==> src/flash_prog_pkg.sv <==
// constants and carrier types for the flash self-program controller
`default_nettype none
package flash_prog_pkg;
	// ****************************************
	// geometry
	// ****************************************
	localparam int PTR_W    = 22;
	localparam int OP_W     = 21;
	localparam int WORD_W   = 16;
	localparam int WADDR_W  = 20;
	localparam int HOLD_N   = 64;
	localparam int HOLD_AW  = 6;
	localparam int WIDX_W   = 5;
	localparam int ROW_LSB  = 10;
	localparam int BLK_LSB  = 6;
	// ****************************************
	// control register fields
	// ****************************************
	localparam int BIT_FREE = 4;
	localparam int BIT_ERR  = 3;
	localparam int BIT_EN   = 2;
	localparam int BIT_WR   = 1;
	localparam logic [7:0] CTRL_MASK  = 8'h1E;
	localparam logic [7:0] KEY_FIRST  = 8'h55;
	localparam logic [7:0] KEY_SECOND = 8'hAA;
	localparam logic [7:0] ZERO_BYTE  = 8'h00;
	localparam logic [WORD_W-1:0] NOP_WORD   = 16'h0000;
	localparam logic [WORD_W-1:0] BLANK_WORD = 16'hFFFF;
	// ****************************************
	// timing
	// ****************************************
	localparam longint CLK_PERIOD_PS = 4000;
	localparam longint PS_PER_US     = 1000000;
	localparam longint PROG_TIME_US  = 1000;
	localparam longint ERASE_TIME_US = 2000;
	// ****************************************
	// types
	// ****************************************
	typedef enum logic [2:0] {
		SEL_CTRL, SEL_UNLOCK, SEL_LATCH, SEL_PTR_L, SEL_PTR_H, SEL_PTR_U
	} sfr_sel_t;
	typedef enum logic [1:0] {TM_KEEP, TM_POST_INC, TM_POST_DEC, TM_PRE_INC} tbl_mode_t;
	typedef struct packed {
		logic     wr;
		logic     rd;
		sfr_sel_t sel;
		logic [7:0] data;
	} sfr_req_t;
	typedef struct packed {
		logic      valid;
		logic      store;
		tbl_mode_t mode;
	} tbl_req_t;
	typedef struct packed {
		logic               we;
		logic               erase;
		logic [WADDR_W-1:0] addr;
		logic [WORD_W-1:0]  data;
	} arr_cmd_t;
endpackage
`default_nettype wire

==> src/flash_self_program_control.sv <==
// flash self-program controller: table latch, holding bytes, unlock and timed cycles
// Notes on behaviour
// - reads move one byte, programs move 64 bytes, erases clear 1024 bytes
// - the core can only request row erases, never a bulk erase
// - fetches and table accesses are refused while a cycle runs
// - an internal timer sets the length of each cycle and ends it
// - a fetched word that is not a legal opcode is handed back as a no-op
// - bytes move between array words and the core through the byte latch
// - a table store writes holding byte pointer[5:0], never the array
// - table accesses work at any byte address
// - the unlock port stores nothing and reads as zero
// - erase-select makes the next start an erase; completion clears it
// - program-enable gates every cycle and is cleared by reset
// - starting sets the fault flag; timer completion clears it
// - fault flag stays set after reset mid-cycle or an improper start
// - software can set the start bit only; hardware clears it at completion
// - control bits 7..5 and 0 read as zero
// - the byte latch is an eight-bit register
// - erase uses pointer bits 20..10 and ignores bits 9..0
// - program uses pointer bits 20..6 to pick the 64-byte block
// - table ops keep, post-inc, post-dec or pre-inc the low 21 pointer bits
`timescale 1ns/1ps
`default_nettype none
module flash_self_program_control
	import flash_prog_pkg::*;
#(
	parameter longint PROG_CYCLES  = (PROG_TIME_US * PS_PER_US + CLK_PERIOD_PS - 1) / CLK_PERIOD_PS,
	parameter longint ERASE_CYCLES = (ERASE_TIME_US * PS_PER_US + CLK_PERIOD_PS - 1) / CLK_PERIOD_PS,
	parameter int     TMR_W        = 24
)(
	// clock and reset
	input  wire logic               core_clk,
	input  wire logic               rst_b,
	// special register access
	input  wire sfr_req_t           sfr_req,
	output logic [7:0]              sfr_rdata,
	// table operations
	input  wire tbl_req_t           tbl_req,
	// instruction fetch
	input  wire logic               fetch_req,
	input  wire logic [OP_W-1:0]    fetch_addr,
	output logic                    fetch_valid,
	output logic [WORD_W-1:0]       fetch_word,
	output logic                    fetch_stall,
	// flash array
	output logic [WADDR_W-1:0]      arr_raddr,
	input  wire logic [WORD_W-1:0]  arr_rdata,
	output arr_cmd_t                arr_cmd
);

	typedef enum logic [1:0] {UL_IDLE, UL_KEY1, UL_ARMED} unlock_t;

	localparam logic [TMR_W-1:0] PROG_LOAD  = TMR_W'(PROG_CYCLES);
	localparam logic [TMR_W-1:0] ERASE_LOAD = TMR_W'(ERASE_CYCLES);
	localparam logic [TMR_W-1:0] TMR_LAST   = TMR_W'(1);
	localparam logic [WIDX_W-1:0] WIDX_LAST = WIDX_W'(HOLD_N / 2 - 1);

	// ****************************************
	// state
	// ****************************************
	logic [PTR_W-1:0]   ptr_r;
	logic [7:0]         latch_r;
	logic [7:0]         hold_r [HOLD_N];
	logic               free_r;
	logic               err_r;
	logic               en_r;
	logic               wr_r;
	logic               erase_op_r;
	logic [TMR_W-1:0]   tmr_r;
	logic               beat_r;
	logic [WIDX_W-1:0]  widx_r;
	unlock_t            ul_r;
	logic [7:0]         rdata_r;
	logic               pend_fetch_r;
	logic               pend_tbl_r;
	logic               pend_byte_r;
	logic               fvalid_r;
	logic [WORD_W-1:0]  fword_r;
	logic [WADDR_W-1:0] raddr_r;
	arr_cmd_t           cmd_r;

	// ****************************************
	// decode
	// ****************************************
	logic             ctrl_wr;
	logic             start_req;
	logic             start_ok;
	logic             done;
	logic             tbl_go;
	logic [PTR_W-1:0] eff_ptr;

	function automatic logic [PTR_W-1:0] step_ptr(input logic [PTR_W-1:0] p, input logic up);
		logic [OP_W-1:0] low;
		low = up ? p[OP_W-1:0] + OP_W'(1) : p[OP_W-1:0] - OP_W'(1);
		return {p[PTR_W-1:OP_W], low};
	endfunction

	function automatic logic legal_op(input logic [WORD_W-1:0] w);
		return w != BLANK_WORD;
	endfunction

	// control writes and table requests are refused while a cycle runs
	assign ctrl_wr   = sfr_req.wr && sfr_req.sel == SEL_CTRL && !wr_r;
	assign start_req = ctrl_wr && sfr_req.data[BIT_WR];
	assign start_ok  = start_req && ul_r == UL_ARMED && en_r;
	assign done      = wr_r && tmr_r == TMR_LAST;
	assign tbl_go    = tbl_req.valid && !wr_r;
	assign eff_ptr   = tbl_req.mode == TM_PRE_INC ? step_ptr(ptr_r, 1'b1) : ptr_r;

	// ****************************************
	// unlock sequence
	// ****************************************
	// the port itself keeps nothing; only the sequence position is tracked
	always_ff @(posedge core_clk) begin
		if (!rst_b) begin
			ul_r <= UL_IDLE;
		end else if (sfr_req.wr) begin
			unique case (ul_r)
				UL_IDLE: begin
					ul_r <= (sfr_req.sel == SEL_UNLOCK && sfr_req.data == KEY_FIRST) ? UL_KEY1 : UL_IDLE;
				end
				UL_KEY1: begin
					ul_r <= (sfr_req.sel == SEL_UNLOCK && sfr_req.data == KEY_SECOND) ? UL_ARMED : UL_IDLE;
				end
				UL_ARMED: begin
					ul_r <= UL_IDLE;
				end
			endcase
		end
	end

	// ****************************************
	// control register
	// ****************************************
	always_ff @(posedge core_clk) begin
		if (!rst_b) begin
			free_r <= 1'b0;
			en_r   <= 1'b0;
			wr_r   <= 1'b0;
		end else if (done) begin
			wr_r <= 1'b0;
			if (erase_op_r) begin
				free_r <= 1'b0;
			end
		end else if (ctrl_wr) begin
			free_r <= sfr_req.data[BIT_FREE];
			en_r   <= sfr_req.data[BIT_EN];
			if (start_ok) begin
				wr_r <= 1'b1;
			end
		end
	end

	// fault flag keeps its value through reset unless a cycle was cut short
	always_ff @(posedge core_clk) begin
		if (!rst_b) begin
			err_r <= wr_r ? 1'b1 : err_r;
		end else if (done) begin
			err_r <= 1'b0;
		end else if (start_req) begin
			err_r <= 1'b1;
		end else if (ctrl_wr) begin
			err_r <= sfr_req.data[BIT_ERR];
		end
	end

	// ****************************************
	// programming timer
	// ****************************************
	always_ff @(posedge core_clk) begin
		if (!rst_b) begin
			tmr_r      <= '0;
			erase_op_r <= 1'b0;
		end else if (start_ok) begin
			// only a row erase exists; nothing here can reach a bulk erase
			erase_op_r <= free_r;
			tmr_r      <= free_r ? ERASE_LOAD : PROG_LOAD;
		end else if (wr_r) begin
			tmr_r <= tmr_r - TMR_W'(1);
		end
	end

	// ****************************************
	// array commands
	// ****************************************
	always_ff @(posedge core_clk) begin
		if (!rst_b) begin
			beat_r <= 1'b0;
			widx_r <= '0;
			cmd_r  <= '0;
		end else begin
			cmd_r.we    <= 1'b0;
			cmd_r.erase <= 1'b0;
			if (start_ok && free_r) begin
				cmd_r.erase <= 1'b1;
				cmd_r.addr  <= {ptr_r[OP_W-1:ROW_LSB], (ROW_LSB-1)'(0)};
			end else if (start_ok) begin
				beat_r <= 1'b1;
				widx_r <= '0;
			end
			if (beat_r) begin
				// one word per cycle, well inside the timed cycle
				cmd_r.we   <= 1'b1;
				cmd_r.addr <= {ptr_r[OP_W-1:BLK_LSB], widx_r};
				cmd_r.data <= {hold_r[{widx_r, 1'b1}], hold_r[{widx_r, 1'b0}]};
				widx_r     <= widx_r + WIDX_W'(1);
				beat_r     <= widx_r != WIDX_LAST;
			end
		end
	end

	// ****************************************
	// table pointer, latch and holding bytes
	// ****************************************
	always_ff @(posedge core_clk) begin
		if (!rst_b) begin
			ptr_r <= '0;
		end else if (tbl_go) begin
			unique case (tbl_req.mode)
				TM_KEEP:     ptr_r <= ptr_r;
				TM_POST_INC: ptr_r <= step_ptr(ptr_r, 1'b1);
				TM_POST_DEC: ptr_r <= step_ptr(ptr_r, 1'b0);
				TM_PRE_INC:  ptr_r <= eff_ptr;
			endcase
		end else if (sfr_req.wr && sfr_req.sel == SEL_PTR_L) begin
			ptr_r[7:0] <= sfr_req.data;
		end else if (sfr_req.wr && sfr_req.sel == SEL_PTR_H) begin
			ptr_r[15:8] <= sfr_req.data;
		end else if (sfr_req.wr && sfr_req.sel == SEL_PTR_U) begin
			ptr_r[PTR_W-1:16] <= sfr_req.data[PTR_W-17:0];
		end
	end

	// a store only fills a holding byte; the array is untouched until start
	always_ff @(posedge core_clk) begin
		if (tbl_go && tbl_req.store) begin
			hold_r[eff_ptr[HOLD_AW-1:0]] <= latch_r;
		end
	end

	always_ff @(posedge core_clk) begin
		if (!rst_b) begin
			latch_r <= ZERO_BYTE;
		end else if (pend_tbl_r) begin
			latch_r <= pend_byte_r ? arr_rdata[15:8] : arr_rdata[7:0];
		end else if (sfr_req.wr && sfr_req.sel == SEL_LATCH) begin
			latch_r <= sfr_req.data;
		end
	end

	// ****************************************
	// array reads for fetch and table fetch
	// ****************************************
	always_ff @(posedge core_clk) begin
		if (!rst_b) begin
			pend_fetch_r <= 1'b0;
			pend_tbl_r   <= 1'b0;
			pend_byte_r  <= 1'b0;
			raddr_r      <= '0;
		end else begin
			pend_tbl_r   <= tbl_go && !tbl_req.store;
			pend_fetch_r <= fetch_req && !wr_r && !tbl_go;
			if (tbl_go && !tbl_req.store) begin
				raddr_r     <= eff_ptr[OP_W-1:1];
				pend_byte_r <= eff_ptr[0];
			end else if (fetch_req && !wr_r) begin
				raddr_r <= fetch_addr[OP_W-1:1];
			end
		end
	end

	always_ff @(posedge core_clk) begin
		if (!rst_b) begin
			fvalid_r <= 1'b0;
			fword_r  <= NOP_WORD;
		end else begin
			fvalid_r <= pend_fetch_r;
			if (pend_fetch_r) begin
				fword_r <= legal_op(arr_rdata) ? arr_rdata : NOP_WORD;
			end
		end
	end

	// ****************************************
	// register read-back
	// ****************************************
	always_ff @(posedge core_clk) begin
		if (!rst_b) begin
			rdata_r <= ZERO_BYTE;
		end else if (sfr_req.rd) begin
			unique case (sfr_req.sel)
				SEL_CTRL:   rdata_r <= {3'b000, free_r, err_r, en_r, wr_r, 1'b0};
				SEL_UNLOCK: rdata_r <= ZERO_BYTE;
				SEL_LATCH:  rdata_r <= latch_r;
				SEL_PTR_L:  rdata_r <= ptr_r[7:0];
				SEL_PTR_H:  rdata_r <= ptr_r[15:8];
				SEL_PTR_U:  rdata_r <= {2'b00, ptr_r[PTR_W-1:16]};
				default:    rdata_r <= ZERO_BYTE;
			endcase
		end
	end

	assign sfr_rdata   = rdata_r;
	assign fetch_valid = fvalid_r;
	assign fetch_word  = fword_r;
	assign fetch_stall = wr_r;
	assign arr_raddr   = raddr_r;
	assign arr_cmd     = cmd_r;

	// ****************************************
	// checks
	// ****************************************
	start_gate_a: assert property (@(posedge core_clk) disable iff (!rst_b)
		$rose(wr_r) |-> $past(ul_r) == UL_ARMED && $past(en_r))
		else $error("cycle began without unlock or enable");
	fault_set_a: assert property (@(posedge core_clk) disable iff (!rst_b)
		start_req |=> err_r)
		else $error("fault flag not set by start");
	timer_end_a: assert property (@(posedge core_clk) disable iff (!rst_b)
		done |=> !wr_r && !err_r && !fetch_stall)
		else $error("cycle did not end cleanly on timer expiry");
	start_hold_a: assert property (@(posedge core_clk) disable iff (!rst_b)
		wr_r && tmr_r != TMR_LAST |=> wr_r)
		else $error("start bit dropped before timer expiry");
	fetch_block_a: assert property (@(posedge core_clk) disable iff (!rst_b)
		fetch_stall && $past(fetch_stall) |-> !fetch_valid)
		else $error("fetch answered during cycle");
	erase_sel_a: assert property (@(posedge core_clk) disable iff (!rst_b)
		done && erase_op_r |=> !free_r)
		else $error("erase-select not cleared");
	unlock_zero_a: assert property (@(posedge core_clk) disable iff (!rst_b)
		sfr_req.rd && sfr_req.sel == SEL_UNLOCK |=> sfr_rdata == ZERO_BYTE)
		else $error("unlock port read nonzero");
	ctrl_reserved_a: assert property (@(posedge core_clk) disable iff (!rst_b)
		sfr_req.rd && sfr_req.sel == SEL_CTRL |=> (sfr_rdata & ~CTRL_MASK) == ZERO_BYTE)
		else $error("reserved control bits nonzero");
	array_write_a: assert property (@(posedge core_clk) disable iff (!rst_b)
		arr_cmd.we |-> $past(wr_r) && fetch_stall)
		else $error("array written outside a cycle");
	erase_row_a: assert property (@(posedge core_clk) disable iff (!rst_b)
		arr_cmd.erase |-> arr_cmd.addr[ROW_LSB-2:0] == '0 && fetch_stall)
		else $error("erase address not row aligned");

endmodule
`default_nettype wire

==> config.mk <==
export PLATFORM = sky130hd
export DESIGN_NAME = flash_self_program_control
export DESIGN_NICKNAME = d
export VERILOG_FILES = /design/src/flash_prog_pkg.sv /design/src/flash_self_program_control.sv
export SDC_FILE = /design/constraint.sdc
export NUM_CORES = 1
export LEC_CHECK = 0
export BUFFER_PORTS_ARGS = -buffer_cell sky130_fd_sc_hd__buf_2
export CAP_MARGIN = 20
export CORE_ASPECT_RATIO = 0.6
export CORE_MARGIN = 2
export CORE_UTILIZATION = 39
export CTS_CLUSTER_SIZE = 8
export DETAILED_ROUTE_END_ITERATION = 12
export REMOVE_ABC_BUFFERS = 1
export SETUP_SLACK_MARGIN = 0.4
export SLEW_MARGIN = 20
export SYNTH_ARGS = -nofsm -noshare
export SYNTH_HDL_FRONTEND = slang
export SYNTH_SLANG_ARGS = --single-unit
==> constraint.sdc <==
create_clock -name core_clk -period 2.71 [get_ports core_clk]
set_input_delay 0.542 -clock core_clk [delete_from_list [all_inputs] [get_ports core_clk]]
set_output_delay 0.542 -clock core_clk [all_outputs]
set_load 0.05 [all_outputs]
# [Yosys cells after proc, flatten, opt, wreduce, memory -nomap -nowiden]
# Memories as Yosys holds them, arrays and structs flattened. A register that Yosys moved wholly into a read port is not among the register bits.
# Index checks and enable logic that the tools add are counted.
[classes] addsub=4 multipliers=0 n_div=0 n_lt_le_gt_ge=0 eq_ne=24 shift=0 mux=44 n_bitwise=2 reduce_logical=44
[ops] operator="22-bit case mux with 3 select lines" n=1
[ops] operator="24-bit two-way mux" n=2
[ops] operator="22-bit two-way mux" n=2
[ops] operator="20-bit two-way mux" n=2
[ops] operator="8-bit two-way mux" n=5
[ops] operator="8-bit case mux with 5 select lines" n=1
[ops] operator="36-bit two-way mux" n=1
[ops] operator="6-bit two-way mux" n=6
[ops] operator="24-bit by 1-bit equality test with 1-bit output (second input constant)" n=1
[ops] operator="24-bit by 1-bit subtractor with 24-bit output (second input constant)" n=1
[ops] operator="21-bit by 1-bit adder with 21-bit output (second input constant)" n=1
[ops] operator="21-bit two-way mux" n=1
[ops] operator="21-bit by 1-bit subtractor with 21-bit output (second input constant)" n=1
[ops] operator="2-bit nonzero test" n=10
[ops] operator="19-bit two-way mux" n=1
[ops] operator="1-bit logical AND" n=18
[ops] operator="16-bit two-way mux" n=1
[ops] operator="16-bit != test (second input constant)" n=1
[ops] operator="2-bit != test (second input constant)" n=8
[ops] operator="1-bit two-way mux" n=15
[ops] operator="5-bit two-way mux" n=3
[ops] operator="14-bit two-way mux" n=1
[ops] operator="2-bit AND reduction" n=6
[ops] operator="8-bit by 7-bit equality test with 1-bit output (second input constant)" n=1
[ops] operator="other kinds (19)" n=28
[word_totals] reg_bits=153 latchBits=0 mem_bits_rw=512 rom_bits=0 input_bits=57 output_inout_bits=84 wordCells=144 n_memories=1
[memory_table] memory="hold_r" depth=64 word_bits=8 read_ports=2 rd_clocked_by_memory_dff=2 write_ports=1 line_no="flash_self_program_control.sv:63" text="logic [7:0] hold_r [HOLD_N];"

# [Depth between registers and ports, before layout]
[logic_depth] word_depth=11 mapped_depth=9 mapped_depth_nobuf=7

# [Worst setup path after synthesis]
# No wires, ideal clock.
[synth_timing] path_kind="flip-flop to flip-flop" from="register wr_r (netlist: fetch_stall)" to="memory hold_r[6][0] (enable)" setup_time_ns=0.371 arrival_time_ns=2.053 required_ns=2.339 setup_slack_ns=0.286 path_stages_with_launch=8 n_path_buf=2 synth_period_minus_slack_ns=2.424 cell_sequence="dfxtp_1 > buf_2 > nor2b_1 > clkbuf_1 > and3_1 > nor2b_1 > nand2_1 > nor2_1"
[synth_via] elab_chain_len=5
[synth_rtl] element="start: declaration" line_no="flash_self_program_control.sv:67" text="logic wr_r;"
[synth_rtl] element="start signal: assignment" line_no="flash_self_program_control.sv:139" text="wr_r <= 1'b0;"
[synth_rtl] element="start signal: assignment" line_no="flash_self_program_control.sv:141" text="wr_r <= 1'b0;"
[synth_rtl] element="start signal: assignment" line_no="flash_self_program_control.sv:149" text="wr_r <= 1'b1;"
[synth_rtl] element="1-bit zero test" line_no="flash_self_program_control.sv:107" text="assign tbl_go = tbl_req.valid && !wr_r;"
[synth_rtl] element="1-bit logical AND" line_no="flash_self_program_control.sv:107"
[synth_rtl] element="1-bit logical AND" line_no="flash_self_program_control.sv:236" text="if (tbl_go && tbl_req.store) begin"
[synth_rtl] element="1-bit two-way mux" line_no="flash_self_program_control.sv:236"
[synth_rtl] element="1-bit two-way mux (not written as such)" line_no="flash_self_program_control.sv:237" text="hold_r[eff_ptr[HOLD_AW-1:0]] <= latch_r;"
[synth_rtl] element="end: declaration" line_no="flash_self_program_control.sv:63"
# No other way between the ends.

# [Worst setup path after layout]
[layout_timing] from="register ptr_r[2]" to="memory hold_r[41][2] (enable)"
[layout_via] elab_chain_len=2
[layout_rtl] element="start: declaration" line_no="flash_self_program_control.sv:61" text="logic [PTR_W-1:0] ptr_r;"
[layout_rtl] element="start signal: assignment" line_no="flash_self_program_control.sv:220" text="TM_KEEP: ptr_r <= ptr_r;"
[layout_rtl] element="start signal: assignment" line_no="flash_self_program_control.sv:221" text="TM_POST_INC: ptr_r <= step_ptr(ptr_r, 1'b1);"
[layout_rtl] element="start signal: assignment" line_no="flash_self_program_control.sv:222" text="TM_POST_DEC: ptr_r <= step_ptr(ptr_r, 1'b0);"
[layout_rtl] element="21-bit by 1-bit adder with 21-bit output"
[layout_rtl] element="22-bit two-way mux *" line_no="flash_self_program_control.sv:108" text="assign eff_ptr = tbl_req.mode == TM_PRE_INC ? step_ptr(ptr_r, 1'b1) : ptr_r;"
# Every way passes the cells marked *; elsewhere a longest branch is shown, timed or not. The select of a mux whose other input is x is not followed.

==> impl_metrics.csv <==
group,metric,value,unit
outcome,status,"completed",
grt,antenna_found_initial,1,
synthesis,synth_top_family_by_area,"multiplexers",
setup_path,cp_cell_sequence,"nand3_2 > nor3_4 > xnor2_4 > or3b_1 > buf_6 > nor2_1 > buf_6",
synthesis,synth_top_area_cell,"edfxtp_1",
power_and_ir_drop,peakVddDrop,0.4587,mV
floorplanning,core,70380,µm²
synthesis,ys_types,76,
synthesis,synthArstFlopShare,0,%
floorplanning,dieArea,73890,µm²
sta,max_freq,438.1,MHz
clock_tree,max-clock-path-buffers,3,
routing,ant_nets,0,
cells_and_area,final_util,47.99,%
synthesis,synth_flop_cell,"edfxtp_1",
clock_tree,cts_tree,"built",
grt,grt_pass1_vias,17460,
placement,placement.cell_area,30760,µm²
grt,grt_usage,20.82,%
routing,wl_per_cell,23.79,µm
cells_and_area,final_area,33780,µm²
grt,grt_start_max_net_pins,113,
floorplanning,fp.dieH,211.4,µm
synthesis,synthMuxAreaShare,12.41,%
routing,viasPerCell,5.678,
synthesis,synth.area.top_cells,"edfxtp_1 55%, dfxtp_1 11%, mux4_2 8.5%",
floorplanning,die_w,349.6,µm
setup_path,cp-end-kind,"flop",
sta,hold_ws,0.1434,ns
setup_path,crit_top_cell,"buf_6",
clock_tree,clk_pin_slew_worst_paths,0.05,ns
synthesis,synth_fa_ha_area_share,0.4029,%
grt,grt_pass1_wl,113.4,mm
setup_path,path_buf_inv,2,
routing,dr.first_iter.drc_count,2257,
sta,rsz0062_at_grt,"yes",
synthesis,synth_cells,1940,
cells_and_area,n_fill_cell,6072,
floorplanning,rows,75,
routing,drc_errors,0,
setup_path,cpMaxStageDelayCell,"dfxtp_2",
floorplanning,initial_core_util,39.71,%
clock_tree,clk_latency,0.65,ns
synthesis,synth_compound_area_share,7.060,%
power_and_ir_drop,leakagePower,0.01101,µW
routing,vias,18310,
clock_tree,cts-buffers-inserted,93,
sta,finalWorstSetupSlack,0.4276,ns
clock_tree,numClockSinks,670,
sta,setup_violations,0,
synthesis,yosysWarnings,0,
synthesis,ys_ff_latch,670,
routing,routed_wl,76.71,mm
synthesis,yosysSeqAreaShare,66.37,%
cells_and_area,nNetsFinal,2306,
sta,clock_skew,0.02328,ns
sta,tightest_slew,0.9059,ns
flow_run,cap_violations,0,
setup_path,arrival,2.63,ns
setup_path,required,3.05,ns
sta,finalMaxSlewViolations,0,
placement,hpwl,51.87,mm
placement,place.gp.congestion,0.9574,
clock_tree,cts_max_level,3,
power_and_ir_drop,power_density,685.3,nW/µm²
synthesis,synth_edf_count,513,
synthesis,netlist_area,27950,µm²
setup_path,cp-start-kind,"flop",
setup_path,path_max_fanout,8,
sta,hold_viol_final,0,
setup_path,path_delay_family,"simple AND/OR/NAND/NOR gates",
synthesis,yosys.area_share.simple,10.14,%
sta,period_needed,2.282,ns
grt,grt_overflow,0,
floorplanning,io_pins,141,
clock_tree,cts_hold_buf,0,
placement,dp_slack,0.07019,ns
cells_and_area,syn_to_final_growth,20.85,%
setup_path,critical_path_class,"reg -> reg",
sta,period_share,84.22,%
cells_and_area,drive_above_1_share,26.70,%
synthesis,syn_area_per_cell,14.41,µm²
synthesis,synth_xor_area_share,1.316,%
routing,first_pass_iters,6,
clock_tree,cts_root_buf,"clkbuf_16",
synthesis,synth.top_cell.area_share,55.12,%
min_path,hold_path_class,"in -> reg",
placement,portBuffers,139,
sta,relSlewSlack,39.60,%
setup_path,max_stage_delay,0.43,ns
[timing repair]
action,4_1_cts,5_1_grt
endpoints found under the setup margin,528,496
pin swaps,0,8
resized for setup,14,55
setup buffers,1,7
[placed cells by master (no fill, tap or decap), types with 15 or more instances in the layout]
cell       synthesis  routed
a211oi_1          20      20
a21o_1            15      15
a21oi_1           80      79
a22oi_1           46      46
a31oi_1           22      17
buf_2             42     139
buf_4             11     156
buf_6              4      18
clkbuf_1          59      54
clkbuf_16          0      95
dfxtp_1          157     139
edfxtp_1         513     513
inv_1             17      16
mux2i_1          109     109
mux4_2           105     105
nand2_1          120     119
nand3_1           45      44
nand4_1           17      17
nor2_1           203     191
nor2b_1           24      21
nor3_1            40      37
nor4_1            18      17
o21ai_0           44      44
xnor2_1           31      29
[stage by stage]
stage                     total power, µW  setup TNS, ns  std cells
after floorplan                     11990         -65.03       1818
after global placement              12480              0       3061
after detailed placement            12510              0       3061
after CTS                           23300              0       3217
after global routing                23930              0       3224
final                               23150              0       3225
[final timing paths]
path,from,end,slack [ns],depth (start not counted)
max,ptr_r[2],hold_r[41][2],0.43,7
min,fetch_addr[15],arr_raddr[14],0.14,3
max reg2reg,ptr_r[2],hold_r[41][2],0.43,7
min reg2reg,arr_cmd[12],arr_cmd[12],0.44,1
[state kept, by name, summed over array words and instances (netlist names), 2 cells and up, named ones only]
register	cells
arr_cmd	38
arr_raddr	20
fetch_word	16
hold_r	512
latch_r	8
ptr_r	22
sfr_rdata	8
tmr_r	24
ul_r	2
widx_r	5
[worst register-to-register path: cells and delay by family, from the launching register on]
family,cells,cell delay [ns]
DFF,1,0.43
xor gates and xnor gates,1,0.16
buffers and inverters,2,0.35
and+or+nand+nor,4,1.04
[power breakdown]
group	internal (µW)	switching (µW)	total, µW
Clock	6490	4290	10800
Combinational	346	771	1120
Sequential	11100	108	11300
[Yosys cell counts, types with 6 or more instances]
master    instances
edfxtp_1        513
and2_1           11
clkbuf_1         59
dfxtp_1         157
nor4_2            6
a211oi_1         20
buf_2            42
xnor2_1          31
nand3b_1         10
o21ai_0          44
a31oi_1          22
buf_4            11
nand2_1         120
xor2_1           11
a22oi_1          46
o22ai_1           6
a21o_1           15
or4_1             7
buf_1             6
a211o_1          14
or3_1             8
inv_1            17
and3_1           14
nor2_1          203
nor2b_1          24
mux4_2          105
nand4_1          17
nor3_1           40
mux2i_1         109
ha_1              9
nand3_1          45
nor4_1           18
a221oi_1          7
nand2b_1         10
a21oi_1          80
[cells by family (layout without fill, tap and decap cells)]
kind of cell | Yosys count | in the layout
xor gates and xnor gates | 42 | 42
and+or+nand+nor | 568 | 568
buffers and inverters | 139 | 499
other | 0 | 1
AOI/OAI and AO/OA | 297 | 297
muxes | 215 | 215
adders and majority gates | 9 | 9
DFF | 670 | 670
[per-layer routing]
layer	share of wire (%)	vias to the layer above	GRT usage, %	routed length [µm]
li1	-	8103	-	-
met1	47	9262	32.75	36170
met2	40	840	27.70	30820
met3	11	103	6.388	8513
met4	1.6	2	4.771	1199
met5	0.010	-	0	8
[final cells by class]
class                      instances  area [µm²]  share of cell area, %
timing repair buffer             327        2345                  6.942
tap                              924        1156                  3.423
sequential                       670       18580                  55.01
clock buffer                     150        2594                  7.679
antenna                            1       2.502               0.007409
inverter                          17       66.31                 0.1963
multi-input combinational       1131        8937                  26.46
clock inverter                     5       95.09                 0.2815
Note: power is estimated with default switching activity, not from simulation.
